## src/core/hdp_pkg.sv

```systemverilog
// Package of constants and carrier types for the host data port handshake
// ****************************************************************
// Overview of operation
// - Bus address timeout sets status bit 8; fatal until reinitialized.
// - Host procedure error sets status bit 9; fatal until reinitialized.
// - Device may seize an idle port; host must request before input.
// - Device sets command bit 7 once the port is granted.
// - Host loads port, drops request; device consumes data, clears grant.
// - Command bit 6 interrupts at first vector while grant is set.
// - Output starts only when port is neither granted nor busy.
// - After soft clear or bus init, no output until initialized.
// - Output loads port, format code, then sets response bit 7.
// - Response bit 6 interrupts at second vector after ready sets.
// - Pending input request is not granted while output is unacknowledged.
// - Power-up, bus init or soft clear restart; no line or output activity.
// - Base input: type 11, address in low word and bits 15:14, bit 12.
// - Base table belongs to device until the next clear.
// - Control input: bit 10 half duplex, bit 11 secondary, longer interval.
// - Link start-up begins within one timer interval of a base input with bit 12 clear.
// - In running state, peer restart is reported with high-word bit 7.
// - Status output has format bit 1 clear, bit 0 set; errors high word.
// ****************************************************************
package hdp_pkg;

  // Clock and timing
  localparam int CLK_MHZ      = 100;
  localparam int CLR_HOLD_NS  = 2000;
  localparam int CLR_HOLD_CYC = (CLR_HOLD_NS * CLK_MHZ + 999) / 1000;
  localparam int TMR_PRI_MS   = 1000;
  localparam int TMR_SEC_MS   = 3000;
  localparam int TMR_PRI_CYC  = TMR_PRI_MS * CLK_MHZ * 1000;
  localparam int TMR_SEC_CYC  = TMR_SEC_MS * CLK_MHZ * 1000;

  // Byte addresses of the host port
  localparam logic [2:0] ADDR_CMD   = 3'h0;
  localparam logic [2:0] ADDR_MAINT = 3'h1;
  localparam logic [2:0] ADDR_RESP  = 3'h2;
  localparam logic [2:0] ADDR_DATA  = 3'h4;

  // Field positions
  localparam int CMD_REQ_BIT  = 5;
  localparam int CMD_IEN_BIT  = 6;
  localparam int CMD_GNT_BIT  = 7;
  localparam int RESP_IEN_BIT = 6;
  localparam int RESP_RDY_BIT = 7;
  localparam int MAINT_CLR_BIT = 6;
  localparam int HW_ST_PEER   = 7;
  localparam int HW_ST_TMO    = 8;
  localparam int HW_ST_PROC   = 9;
  localparam int HW_HD_BIT    = 10;
  localparam int HW_SEC_BIT   = 11;
  localparam int HW_RESUME    = 12;
  localparam int HW_ADDR_LSB  = 14;

  // Transfer codes, low two bits of the type or format field
  localparam logic [1:0] CODE_BACC   = 2'h0;
  localparam logic [1:0] CODE_CTL    = 2'h1;
  localparam logic [1:0] CODE_BAD    = 2'h2;
  localparam logic [1:0] CODE_BASE   = 2'h3;
  localparam logic [2:0] FMT_STATUS  = 3'h1;
  localparam logic [7:0] BYTE_ZERO   = 8'h00;
  localparam logic [31:0] WORD_ZERO  = 32'h0000_0000;

  // Port transfer: three-bit code and the four data port bytes
  typedef struct packed {
    logic [2:0]  code;
    logic [31:0] data;
  } hdp_xfer_t;

endpackage

```

## src/core/hdp_reset_ctl.sv

```systemverilog
// Reset synchroniser and clear stretcher for the host data port
`timescale 1ns/1ns
module hdp_reset_ctl #(
  parameter int HOLD_CYC = hdp_pkg::CLR_HOLD_CYC
) (
  // Clock and raw reset
  input  wire logic i_clk_sys,
  input  wire logic i_reset_n,
  // Clear requests, soft clear or bus init
  input  wire logic i_clear_req,
  // Synchronised reset and stretched clear
  output logic      o_rst_n,
  output logic      o_clear
);
  import hdp_pkg::*;

  localparam int CW = $clog2(HOLD_CYC + 1);

  logic          sync_a_r;
  logic          sync_b_r;
  logic [CW-1:0] hold_r;

  if (HOLD_CYC < 1) begin : g_bad_hold
    $error("hdp_reset_ctl: HOLD_CYC must be at least 1");
  end

  // Release reset through two flops
  always_ff @(posedge i_clk_sys or negedge i_reset_n) begin
    if (!i_reset_n) begin
      sync_a_r <= 1'b0;
      sync_b_r <= 1'b0;
    end else begin
      sync_a_r <= 1'b1;
      sync_b_r <= sync_a_r;
    end
  end
  assign o_rst_n = sync_b_r;

  // Hold the block in clear while the restart settles
  always_ff @(posedge i_clk_sys or negedge sync_b_r) begin
    if (!sync_b_r) begin
      hold_r <= '0;
    end else if (i_clear_req) begin
      hold_r <= CW'(HOLD_CYC);
    end else if (hold_r != '0) begin
      hold_r <= hold_r - 1'b1;
    end
  end
  assign o_clear = i_clear_req || (hold_r != '0);

endmodule

```

## src/core/hdp_interval_timer.sv

```systemverilog
// Start-up interval timer, short for primary and long for secondary
`timescale 1ns/1ns
module hdp_interval_timer #(
  parameter int PRI_CYC = hdp_pkg::TMR_PRI_CYC,
  parameter int SEC_CYC = hdp_pkg::TMR_SEC_CYC
) (
  // Clock and reset
  input  wire logic i_clk_sys,
  input  wire logic i_rst_n,
  // Control
  input  wire logic i_restart,
  input  wire logic i_long,
  // One-cycle tick at the end of each interval
  output logic      o_tick
);
  import hdp_pkg::*;

  logic [31:0] cnt_r;
  logic [31:0] limit;

  if (PRI_CYC < 2 || SEC_CYC < PRI_CYC) begin : g_bad_interval
    $error("hdp_interval_timer: bad interval");
  end

  assign limit  = i_long ? 32'(SEC_CYC - 1) : 32'(PRI_CYC - 1);
  assign o_tick = (cnt_r >= limit);

  // Free-running interval counter
  always_ff @(posedge i_clk_sys or negedge i_rst_n) begin
    if (!i_rst_n) begin
      cnt_r <= WORD_ZERO;
    end else if (i_restart || o_tick) begin
      cnt_r <= WORD_ZERO;
    end else begin
      cnt_r <= cnt_r + 32'h0000_0001;
    end
  end

endmodule

```

## src/core/hdp_port_ctrl.sv

```systemverilog
// Host data port handshake: command, response and data port bytes
`timescale 1ns/1ns
module hdp_port_ctrl #(
  parameter int TMR_PRI = hdp_pkg::TMR_PRI_CYC,
  parameter int TMR_SEC = hdp_pkg::TMR_SEC_CYC
) (
  // Clock and resets
  input  wire logic             i_clk_sys,
  input  wire logic             i_reset_n,
  input  wire logic             i_bus_init,
  // Host register port, byte addressed
  input  wire logic [2:0]       i_host_addr,
  input  wire logic             i_host_wr,
  input  wire logic             i_host_rd,
  input  wire logic [7:0]       i_host_wdata,
  output logic      [7:0]       o_host_rdata,
  // Host interrupt requests, first and second vector
  output logic                  o_irq_in_vec,
  output logic                  o_irq_out_vec,
  // Engine side transfers
  input  wire logic             i_out_valid,
  input  wire hdp_pkg::hdp_xfer_t i_out_xfer,
  output logic                  o_out_ready,
  output logic                  o_in_valid,
  output hdp_pkg::hdp_xfer_t    o_in_xfer,
  // Engine events
  input  wire logic             i_bus_timeout,
  input  wire logic             i_peer_restart,
  input  wire logic             i_link_running,
  // Configuration and state
  output logic      [17:0]      o_base_addr,
  output logic                  o_resume,
  output logic                  o_half_duplex,
  output logic                  o_secondary,
  output logic                  o_link_start,
  output logic                  o_online,
  output logic                  o_fatal
);
  import hdp_pkg::*;

  typedef enum logic [1:0] {ST_IDLE, ST_IN_GRANT, ST_OUT_BUSY} hdp_state_t;

  // ****************************************************************
  // Signals
  // ****************************************************************
  logic        rst_n;
  logic        clr;
  logic        soft_clr_r;
  logic        tick;
  hdp_state_t  state_r;
  logic [2:0]  in_type_r;
  logic        in_req_r;
  logic        in_ien_r;
  logic        out_ien_r;
  logic [2:0]  out_fmt_r;
  logic [31:0] data_r;
  logic        base_r;
  logic        start_pend_r;
  logic [15:0] stat_r;
  logic        stat_pend_r;
  logic        grant_go;
  logic        out_go;
  logic        stat_go;
  logic        consume;
  logic        procedure_error;
  logic        host_wr;

  // Byte lane of a data port address
  function automatic logic [4:0] lane_lsb(input logic [2:0] a);
    lane_lsb = {a[1:0], 3'h0};
  endfunction

  // ****************************************************************
  // Reset, clear and interval timer
  // ****************************************************************
  hdp_reset_ctl #(.HOLD_CYC(CLR_HOLD_CYC)) u_rst (
    .i_clk_sys   (i_clk_sys),
    .i_reset_n   (i_reset_n),
    .i_clear_req (soft_clr_r || i_bus_init),
    .o_rst_n     (rst_n),
    .o_clear     (clr)
  );

  hdp_interval_timer #(.PRI_CYC(TMR_PRI), .SEC_CYC(TMR_SEC)) u_tmr (
    .i_clk_sys (i_clk_sys),
    .i_rst_n   (rst_n),
    .i_restart (clr || consume),
    .i_long    (o_secondary),
    .o_tick    (tick)
  );

  // ****************************************************************
  // Arbitration
  // ****************************************************************
  // Input wins an idle port; output only when free and initialized
  assign host_wr  = i_host_wr && !clr;
  assign grant_go = (state_r == ST_IDLE) && in_req_r && !o_fatal;
  assign stat_go  = (state_r == ST_IDLE) && !in_req_r && base_r && stat_pend_r;
  assign o_out_ready = (state_r == ST_IDLE) && !in_req_r && base_r && !stat_pend_r
                       && !o_fatal && !clr;
  assign out_go   = o_out_ready && i_out_valid;
  assign consume  = (state_r == ST_IN_GRANT) && !in_req_r;
  assign procedure_error = consume && ((in_type_r[1:0] == CODE_BAD)
                    || (in_type_r[1:0] == CODE_BASE && base_r)
                    || (in_type_r[1:0] != CODE_BASE && !base_r));

  // Port ownership state
  always_ff @(posedge i_clk_sys or negedge rst_n) begin
    if (!rst_n) begin
      state_r <= ST_IDLE;
    end else if (clr) begin
      state_r <= ST_IDLE;
    end else begin
      case (state_r)
        ST_IDLE: begin
          if (grant_go) begin
            state_r <= ST_IN_GRANT;
          end else if (stat_go || out_go) begin
            state_r <= ST_OUT_BUSY;
          end
        end
        ST_IN_GRANT: begin
          if (consume) begin
            state_r <= ST_IDLE;
          end
        end
        ST_OUT_BUSY: begin
          if (host_wr && i_host_addr == ADDR_RESP && !i_host_wdata[RESP_RDY_BIT]) begin
            state_r <= ST_IDLE;
          end
        end
        default: state_r <= ST_IDLE;
      endcase
    end
  end

  // ****************************************************************
  // Host writable command and response bits
  // ****************************************************************
  // Type code, request and input interrupt enable
  always_ff @(posedge i_clk_sys or negedge rst_n) begin
    if (!rst_n) begin
      in_type_r <= 3'h0;
      in_req_r  <= 1'b0;
      in_ien_r  <= 1'b0;
    end else if (clr) begin
      in_type_r <= 3'h0;
      in_req_r  <= 1'b0;
      in_ien_r  <= 1'b0;
    end else if (host_wr && i_host_addr == ADDR_CMD) begin
      in_type_r <= i_host_wdata[2:0];
      in_req_r  <= i_host_wdata[CMD_REQ_BIT];
      in_ien_r  <= i_host_wdata[CMD_IEN_BIT];
    end
  end

  // Output interrupt enable
  always_ff @(posedge i_clk_sys or negedge rst_n) begin
    if (!rst_n) begin
      out_ien_r <= 1'b0;
    end else if (clr) begin
      out_ien_r <= 1'b0;
    end else if (host_wr && i_host_addr == ADDR_RESP) begin
      out_ien_r <= i_host_wdata[RESP_IEN_BIT];
    end
  end

  // Soft clear strobe from the maintenance byte
  always_ff @(posedge i_clk_sys or negedge rst_n) begin
    if (!rst_n) begin
      soft_clr_r <= 1'b0;
    end else begin
      soft_clr_r <= i_host_wr && i_host_addr == ADDR_MAINT
                    && i_host_wdata[MAINT_CLR_BIT];
    end
  end

  // ****************************************************************
  // Data port and format code
  // ****************************************************************
  // Host loads bytes while granted, device loads on output
  always_ff @(posedge i_clk_sys or negedge rst_n) begin
    if (!rst_n) begin
      data_r    <= WORD_ZERO;
      out_fmt_r <= 3'h0;
    end else if (clr) begin
      data_r    <= WORD_ZERO;
      out_fmt_r <= 3'h0;
    end else if (stat_go) begin
      data_r    <= {stat_r, base_r ? o_base_addr[15:0] : 16'h0000};
      out_fmt_r <= FMT_STATUS;
    end else if (out_go) begin
      data_r    <= i_out_xfer.data;
      out_fmt_r <= i_out_xfer.code;
    end else if (host_wr && i_host_addr[2] && state_r == ST_IN_GRANT) begin
      data_r[lane_lsb(i_host_addr) +: 8] <= i_host_wdata;
    end
  end

  // Consumed input handed to the engine
  always_ff @(posedge i_clk_sys or negedge rst_n) begin
    if (!rst_n) begin
      o_in_valid <= 1'b0;
      o_in_xfer  <= '0;
    end else begin
      o_in_valid <= consume && !procedure_error && !clr;
      o_in_xfer  <= '{code: in_type_r, data: data_r};
    end
  end

  // ****************************************************************
  // Base table and control input
  // ****************************************************************
  // Base assignment holds until the next clear
  always_ff @(posedge i_clk_sys or negedge rst_n) begin
    if (!rst_n) begin
      base_r      <= 1'b0;
      o_base_addr <= 18'h00000;
      o_resume    <= 1'b0;
    end else if (clr) begin
      base_r      <= 1'b0;
      o_base_addr <= 18'h00000;
      o_resume    <= 1'b0;
    end else if (consume && !procedure_error && in_type_r[1:0] == CODE_BASE) begin
      base_r      <= 1'b1;
      o_base_addr <= {data_r[31:16+HW_ADDR_LSB], data_r[15:0]};
      o_resume    <= data_r[16+HW_RESUME];
    end
  end

  // Duplex and station selection
  always_ff @(posedge i_clk_sys or negedge rst_n) begin
    if (!rst_n) begin
      o_half_duplex <= 1'b0;
      o_secondary   <= 1'b0;
    end else if (clr) begin
      o_half_duplex <= 1'b0;
      o_secondary   <= 1'b0;
    end else if (consume && !procedure_error && in_type_r[1:0] == CODE_CTL) begin
      o_half_duplex <= data_r[16+HW_HD_BIT];
      o_secondary   <= data_r[16+HW_SEC_BIT];
    end
  end

  // Start-up waits for the next interval tick after base assignment
  always_ff @(posedge i_clk_sys or negedge rst_n) begin
    if (!rst_n) begin
      start_pend_r <= 1'b0;
      o_link_start <= 1'b0;
    end else if (clr) begin
      start_pend_r <= 1'b0;
      o_link_start <= 1'b0;
    end else begin
      o_link_start <= start_pend_r && tick && !o_fatal;
      if (consume && !procedure_error && in_type_r[1:0] == CODE_BASE && !data_r[16+HW_RESUME]) begin
        start_pend_r <= 1'b1;
      end else if (tick) begin
        start_pend_r <= 1'b0;
      end
    end
  end

  // ****************************************************************
  // Fatal status and status output
  // ****************************************************************
  // Sticky error bits; an event beats the launch that clears pending
  always_ff @(posedge i_clk_sys or negedge rst_n) begin
    if (!rst_n) begin
      stat_r      <= 16'h0000;
      stat_pend_r <= 1'b0;
    end else if (clr) begin
      stat_r      <= 16'h0000;
      stat_pend_r <= 1'b0;
    end else begin
      if (i_bus_timeout) begin
        stat_r[HW_ST_TMO] <= 1'b1;
      end
      if (procedure_error) begin
        stat_r[HW_ST_PROC] <= 1'b1;
      end
      if (i_peer_restart && i_link_running) begin
        stat_r[HW_ST_PEER] <= 1'b1;
      end
      if (i_bus_timeout || procedure_error || (i_peer_restart && i_link_running)) begin
        stat_pend_r <= 1'b1;
      end else if (stat_go) begin
        stat_pend_r <= 1'b0;
      end
    end
  end
  assign o_fatal  = stat_r[HW_ST_TMO] || stat_r[HW_ST_PROC] || stat_r[HW_ST_PEER];
  assign o_online = base_r && !o_fatal;

  // ****************************************************************
  // Host read data and interrupts
  // ****************************************************************
  // Registered read return
  always_ff @(posedge i_clk_sys or negedge rst_n) begin
    if (!rst_n) begin
      o_host_rdata <= BYTE_ZERO;
    end else if (i_host_rd) begin
      case (i_host_addr)
        ADDR_CMD:   o_host_rdata <= {state_r == ST_IN_GRANT, in_ien_r, in_req_r, 2'h0,
                                     in_type_r};
        ADDR_MAINT: o_host_rdata <= {1'b0, clr, 6'h00};
        ADDR_RESP:  o_host_rdata <= {state_r == ST_OUT_BUSY, out_ien_r, 3'h0, out_fmt_r};
        3'h4, 3'h5, 3'h6, 3'h7: o_host_rdata <= data_r[lane_lsb(i_host_addr) +: 8];
        default:    o_host_rdata <= BYTE_ZERO;
      endcase
    end
  end

  // Level requests, so an enable set after the flag still interrupts
  assign o_irq_in_vec  = in_ien_r && (state_r == ST_IN_GRANT);
  assign o_irq_out_vec = out_ien_r && (state_r == ST_OUT_BUSY);
endmodule

```

## config.mk

```make
export PLATFORM = sky130hd
export DESIGN_NAME = hdp_port_ctrl
export DESIGN_NICKNAME = d
export VERILOG_FILES = /design/src/core/hdp_pkg.sv /design/src/core/hdp_reset_ctl.sv /design/src/core/hdp_interval_timer.sv /design/src/core/hdp_port_ctrl.sv
export SDC_FILE = /design/constraint.sdc
export NUM_CORES = 1
export LEC_CHECK = 0
export BUFFER_PORTS_ARGS = -buffer_cell sky130_fd_sc_hd__buf_2
export CAP_MARGIN = 20
export CORE_ASPECT_RATIO = 1.4
export CORE_UTILIZATION = 50
export CTS_CLUSTER_SIZE = 12
export DETAILED_ROUTE_END_ITERATION = 10
export PLACE_DENSITY = 0.71
export SYNTH_ARGS = -nofsm -noshare
export SYNTH_HDL_FRONTEND = slang
export SYNTH_SLANG_ARGS = --single-unit
```

## constraint.sdc

```tcl
create_clock -name i_clk_sys -period 5.8 [get_ports i_clk_sys]
set_clock_uncertainty 0.15 [all_clocks]
set_input_delay 0.87 -clock i_clk_sys [delete_from_list [all_inputs] [get_ports i_clk_sys]]
set_output_delay 0.87 -clock i_clk_sys [all_outputs]
set_load 0.005 [all_outputs]
```

Word-level counts from Yosys, hierarchy flattened --
Index checks and enable logic that the tools add are counted.
Cells by class: $add $sub $neg 3, $mul 0, div/mod/pow operators 0, order comparisons 1, eq/ne operators 15, shifts and indexed selects 3, muxes and demuxes 49, bitwise gates (word level) 0, reduce and logical (&&, ||, !) cells 68
Operators by type and width (number):
- 2-to-1 mux 32 bit | 5
- 2-to-1 mux 18 bit | 2
- adder 32 x 1 -> 32 bit (second input constant) | 1
- bitwise mux 32 bit | 1
- greater-or-equal comparator 32 bit | 1
- logical AND 1 bit | 32
- one-hot mux 8 bit (4 select lines) | 1
- variable shift 8 x 7 -> 32 bit (first input constant) | 1
- indexed part select 32 x 6 -> 8 bit | 1
- indexed part select 8 x 7 -> 32 bit | 1
- 2-to-1 mux 29 bit | 1
- 2-to-1 mux 1 bit | 24
- 2-to-1 mux 3 bit | 6
- 2-to-1 mux 16 bit | 1
- 2-to-1 mux 8 bit | 2
- nonzero test 2 bit | 8
- == test 3 bit (second input constant) | 4
- logical OR 1 bit | 11
- 2-to-1 mux 2 bit | 5
- nonzero test 3 bit | 3
- zero test 1 bit | 8
- nonzero test 8 bit | 1
- subtractor 8 x 1 -> 8 bit (second input constant) | 1
- negation 5 -> 7 bit | 1
- 13 further kinds | 17
Word-level totals: register bits 158, bits in latches 0, memory bits (writable) 0, bits in read-only memories 0, input bits 55, word-level logic and storage cells 166, memories 0

Depth between registers and ports, before layout --
depth after elaboration 12, depth in mapped cells 9, gate-level depth less buffers 7

Cells and area by module --
Synthesis repeated with hierarchy kept, for this count alone.
Unflattened totals: cell total of the unflattened synthesis 700, area, all modules 7830.0 um^2
Modules (own cells, without submodules):
- hdp_port_ctrl | times used 1, cells each 472, area an instance 5487.8 um^2, sequential area each 2902.8 um^2
- hdp_interval_timer | times used 1, cells each 176, area an instance 1825.5 um^2, sequential area each 800.8 um^2
- hdp_reset_ctl | times used 1, cells each 52, area an instance 516.7 um^2, sequential area each 250.2 um^2

Least setup slack after synthesis --
Ideal clock, no wire load.
kind input -> output, start point input port i_bus_init, end point output port o_out_ready, arrival 2271 ps, path slack 2509 ps, stages on the path 6, cells stage by stage or2_2 -> clkbuf_1 -> or3_1 -> buf_2 -> clkbuf_1 -> nor4b_1
Between the ends: cells in the longest elaborated chain, start to end 4
Ends and longest elaborated chain:
- start: declaration | RTL line hdp_port_ctrl.sv:10 | input wire logic i_bus_init,
- logical OR 1 bit | RTL line hdp_port_ctrl.sv:79 | .i_clear_req (soft_clr_r || i_bus_init),
- logical OR 1 bit | RTL line hdp_reset_ctl.sv:49 | assign o_clear = i_clear_req || (hold_r != '0);
- zero test 1 bit | RTL line hdp_port_ctrl.sv:100 | && !o_fatal && !clr;
- logical AND 1 bit | RTL line hdp_port_ctrl.sv:100
- end: declaration | RTL line hdp_port_ctrl.sv:23 | output logic o_out_ready,
No other way between the ends.

Worst setup path after layout --
start point register u_rst.hold_r[0], end point output port o_out_ready
Between the ends: cells in the longest elaborated chain, start to end 4
Ends and longest elaborated chain:
- start: declaration | RTL line hdp_reset_ctl.sv:21 | logic [CW-1:0] hold_r;
- start signal: assignment | RTL line hdp_reset_ctl.sv:44 | hold_r <= CW'(HOLD_CYC);
- start signal: assignment | RTL line hdp_reset_ctl.sv:46 | hold_r <= hold_r - 1'b1;
- nonzero test 8 bit | RTL line hdp_reset_ctl.sv:49
- logical OR 1 bit | RTL line hdp_reset_ctl.sv:49
- zero test 1 bit | RTL line hdp_port_ctrl.sv:100
- logical AND 1 bit | RTL line hdp_port_ctrl.sv:100
No other way between the ends.

==> impl_metrics.csv <==
group,metric,value,unit
clock_tree,hold_buffers,0,
synth,synthDominantCellAreaShare,53.7,%
floorplanning,rows,52,
worst_setup_path,path_class,"register to output port",
drt,detail-route-antenna-nets,0,
finish,area_growth_syn_to_layout,18.3,%
worst_setup_path,largest_fanout_on_the_critical_path,43,
floorplanning,chipWidth,105,µm
placement,portBuffers,125,
finish,nets,895,
synth,synthesis.instances,710,
global_routing,gr-total-overflow,0,
drt,routed_wire_length_per_instance,19.6,µm
finish,fillCellCount,1264,
finish,utilization,60.3,%
finish,post_route_cells_drive_above_1_share,22.1,%
global_routing,grt_first_pass_wirelength,32000,µm
synth,number_of_enable_type_register_cells_in_the_synthesized_netlist,0,
floorplanning,area_of_the_core,14400,µm²
clock_tree,cts_made_buffers,17,
clock_tree,ctsRootBufferMaster,"clkbuf_16",
drt,drt_via_density,5.92,
timing,max_freq,261,MHz
floorplanning,initial_utilization,51.0,%
global_routing,via_count_of_the_first_global_routing_pass,6125,
power_and_ir_drop,totalPowerFinal,2280,µW
placement,routabilityCongestion,0.938,
timing,setup_viol_count_final,0,
synth,ys_warnings,0,
clock_tree,tritoncts_clock_tree,"done",
worst_setup_path,crit_end,"o_out_ready",
drt,drt_first_pass_iters,6,
floorplanning,chipHeight,146,µm
drt,detailroute.via_count,6083,
synth,ys_async_sr_fraction,100,%
timing,finalCritPeriodShare,66.0,%
synth,synthesis.area,7370,µm²
timing,hold_viol_final,0,
synth,ys_top_cells_by_area,"dfrtp_1 54%, nor2_1 4.1%, nand2_1 4.0%",
timing,final_max_slew_viol_count,0,
timing,aggregate_negative_setup_slack,0,ns
power_and_ir_drop,static-leakage-power,0.00413,µW
global_routing,groute.usage.overall,27.5,%
power_and_ir_drop,pwr_density_cell,262,nW/µm²
synth,postSynthRegisterBits,158,
worst_setup_path,worst_setup_path_startpoint,"u_rst.hold_r[0]$_DFFE_PN0N_",
clock_tree,postCtsSetupBuffers,0,
finish,final_cell_mix,"157 x dfrtp_1, 126 x buf_2, 80 x nor2_1",
clock_tree,clk_pin_slew_worst_paths,0.07,ns
finish,layout.area.seq,3960,µm²
floorplanning,die_area,15200,µm²
worst_setup_path,r2r_end,"data_r[14]$_DFFE_PN0P_",
clock_tree,numClockSinks,158,
worst_setup_path,crit_path_arrival_time,2.81,ns
worst_setup_path,critical_path_source_type,"register",
clock_tree,worst_skew_pair.late_latency,0.43,ns
finish,n_diodes,0,
drt,detail_route.wirelength,20100,µm
synth,sequential_fraction_of_the_synthesis_area,53.7,%
worst_setup_path,worst-r2r-setup-slack,2.45,ns
synth,synthFlopType,"dfrtp_1",
placement,detailedPlacementHpwl,14200,µm
global_routing,grt_start_max_net_pins,74,
synth,post_synth_num_cell_types,63,
clock_tree,h-tree-depth,4,
drt,initialDrtViolationCount,395,
run,max-cap-violations,0,
synth,netlist.top_cell.by_area,"dfrtp_1",
timing,worst_pin_slew,0.986,ns
power_and_ir_drop,irDropWorstVdd,204,µV
timing,timing.final.crit_period,3.83,ns
worst_setup_path,timing.critical_path.required,4.78,ns
worst_hold_path,min_path_type,"input port to asynchronous set/reset pin",
clock_tree,clock_path_buffers,2,
drt,route.detailed.drc,0,
synth,avgSynthCellArea,10.4,µm²
worst_setup_path,ff2ff_path_depth,8,
clock_tree,post_cts_resize_count,0,
timing,rsz0062_at_grt,"no",
floorplanning,ioPinCount,126,
finish,area_of_combinational_cells_with_multiple_inputs,3200,µm²
worst_setup_path,r2r_start,"u_rst.hold_r[0]$_DFFE_PN0N_",
worst_setup_path,end_kind,"output port",
global_routing,grt_antenna_before_repair,1,
timing,timing.max_slew.rel_slack,34.0,%
finish,layout.cells.most_common,"dfrtp_1",
run_status,run_status,"finished clean",
==> sequential cells by signal (all words and copies together), names as in the netlist, 3 cells and up <==
signal and count:
o_in_xfer 35, data_r 32, u_tmr.cnt_r 32, o_base_addr 18, o_host_rdata 8, u_rst.hold_r 8, in_type_r 3, out_fmt_r 3
stat_r 3
==> metrics by stage <==
stage / std cells / cell area, µm² / worst slack, ns / hold slack, ns
CTS: 1024 / 8680 / 1.95 / 0.0508
global placement: 992 / 8130 / 2.37 / 0.183
global route: 1027 / 8710 / 1.77 / 0.0476
detailed placement: 992 / 8130 / 2.24 / 0.196
finish: 1027 / 8710 / 1.97 / 0.0574
floorplan: 711 / 7370 / 0.922 / 0.181
==> worst max-delay path: stages (launching register included) <==
cell and delay, ns:
dfrtp_1 0.40, inv_1 0.09, ha_1 0.23, or4b_4 0.53
or3_1 0.39, buf_4 0.29, nor4b_1 0.28, buf_2 0.16
==> Yosys cell counts, types with 15 or more instances <==
cell      instances
a21oi_1          57
clkbuf_1         27
dfrtp_1         158
ha_1             15
inv_1            18
nand2_1          79
nand3_1          24
nor2_1           80
o21ai_0          25
xor2_1           18
==> area by class of cell <==
| class | instances | area share, % |
|---|---|---|
| clock buffer | 18 | 4.93 |
| clock inverter | 14 | 1.41 |
| inverter | 18 | 0.776 |
| multi-input combinational | 496 | 36.7 |
| sequential | 158 | 45.4 |
| tap | 189 | 2.71 |
| timing repair buffer | 134 | 8.01 |
==> layer usage <==
| layer | track usage, % | share of wire, % | wire length, µm | up-vias |
|---|---|---|---|---|
| met2 | 47.7 | 53 | 10700 | 245 |
| met1 | 32.2 | 38 | 7590 | 3022 |
| met5 | 0 | 0.065 | 13 | - |
| li1 | - | - | - | 2755 |
| met4 | 14.4 | 4.1 | 828 | 2 |
| met3 | 5.19 | 5.2 | 1050 | 59 |
==> worst min path at each step <==
stage                                              to  slack (ns)  depth (start not counted)
after floorplan               u_rst.o_rst_n$_DFF_PN0_        0.18                          0
after global placement    o_base_addr[13]$_DFFE_PN0P_        0.18                          0
after detailed placement  o_base_addr[13]$_DFFE_PN0P_        0.20                          0
after CTS                    u_rst.sync_a_r$_DFF_PN0_        0.05                          1
after global routing          u_rst.o_rst_n$_DFF_PN0_        0.05                          1
final                        u_rst.sync_a_r$_DFF_PN0_        0.06                          1
==> power breakdown <==
group	internal [µW]	switching [µW]	total, µW
Clock	564	489	1050
Combinational	37.7	63.5	101
Sequential	1110	14.2	1120
Total	1710	566	2280
==> kinds of logic after synthesis <==
kind of cell    share of synthesized area [%]
buf+inv                                  3.18
flops                                    53.7
mux                                      4.35
other cells                             0.102
compound gates                           14.0
simple gates                             18.6
fa+ha+maj                                2.55
xor+xnor                                 3.57
Note: power is estimated with default switching activity, not from simulation.
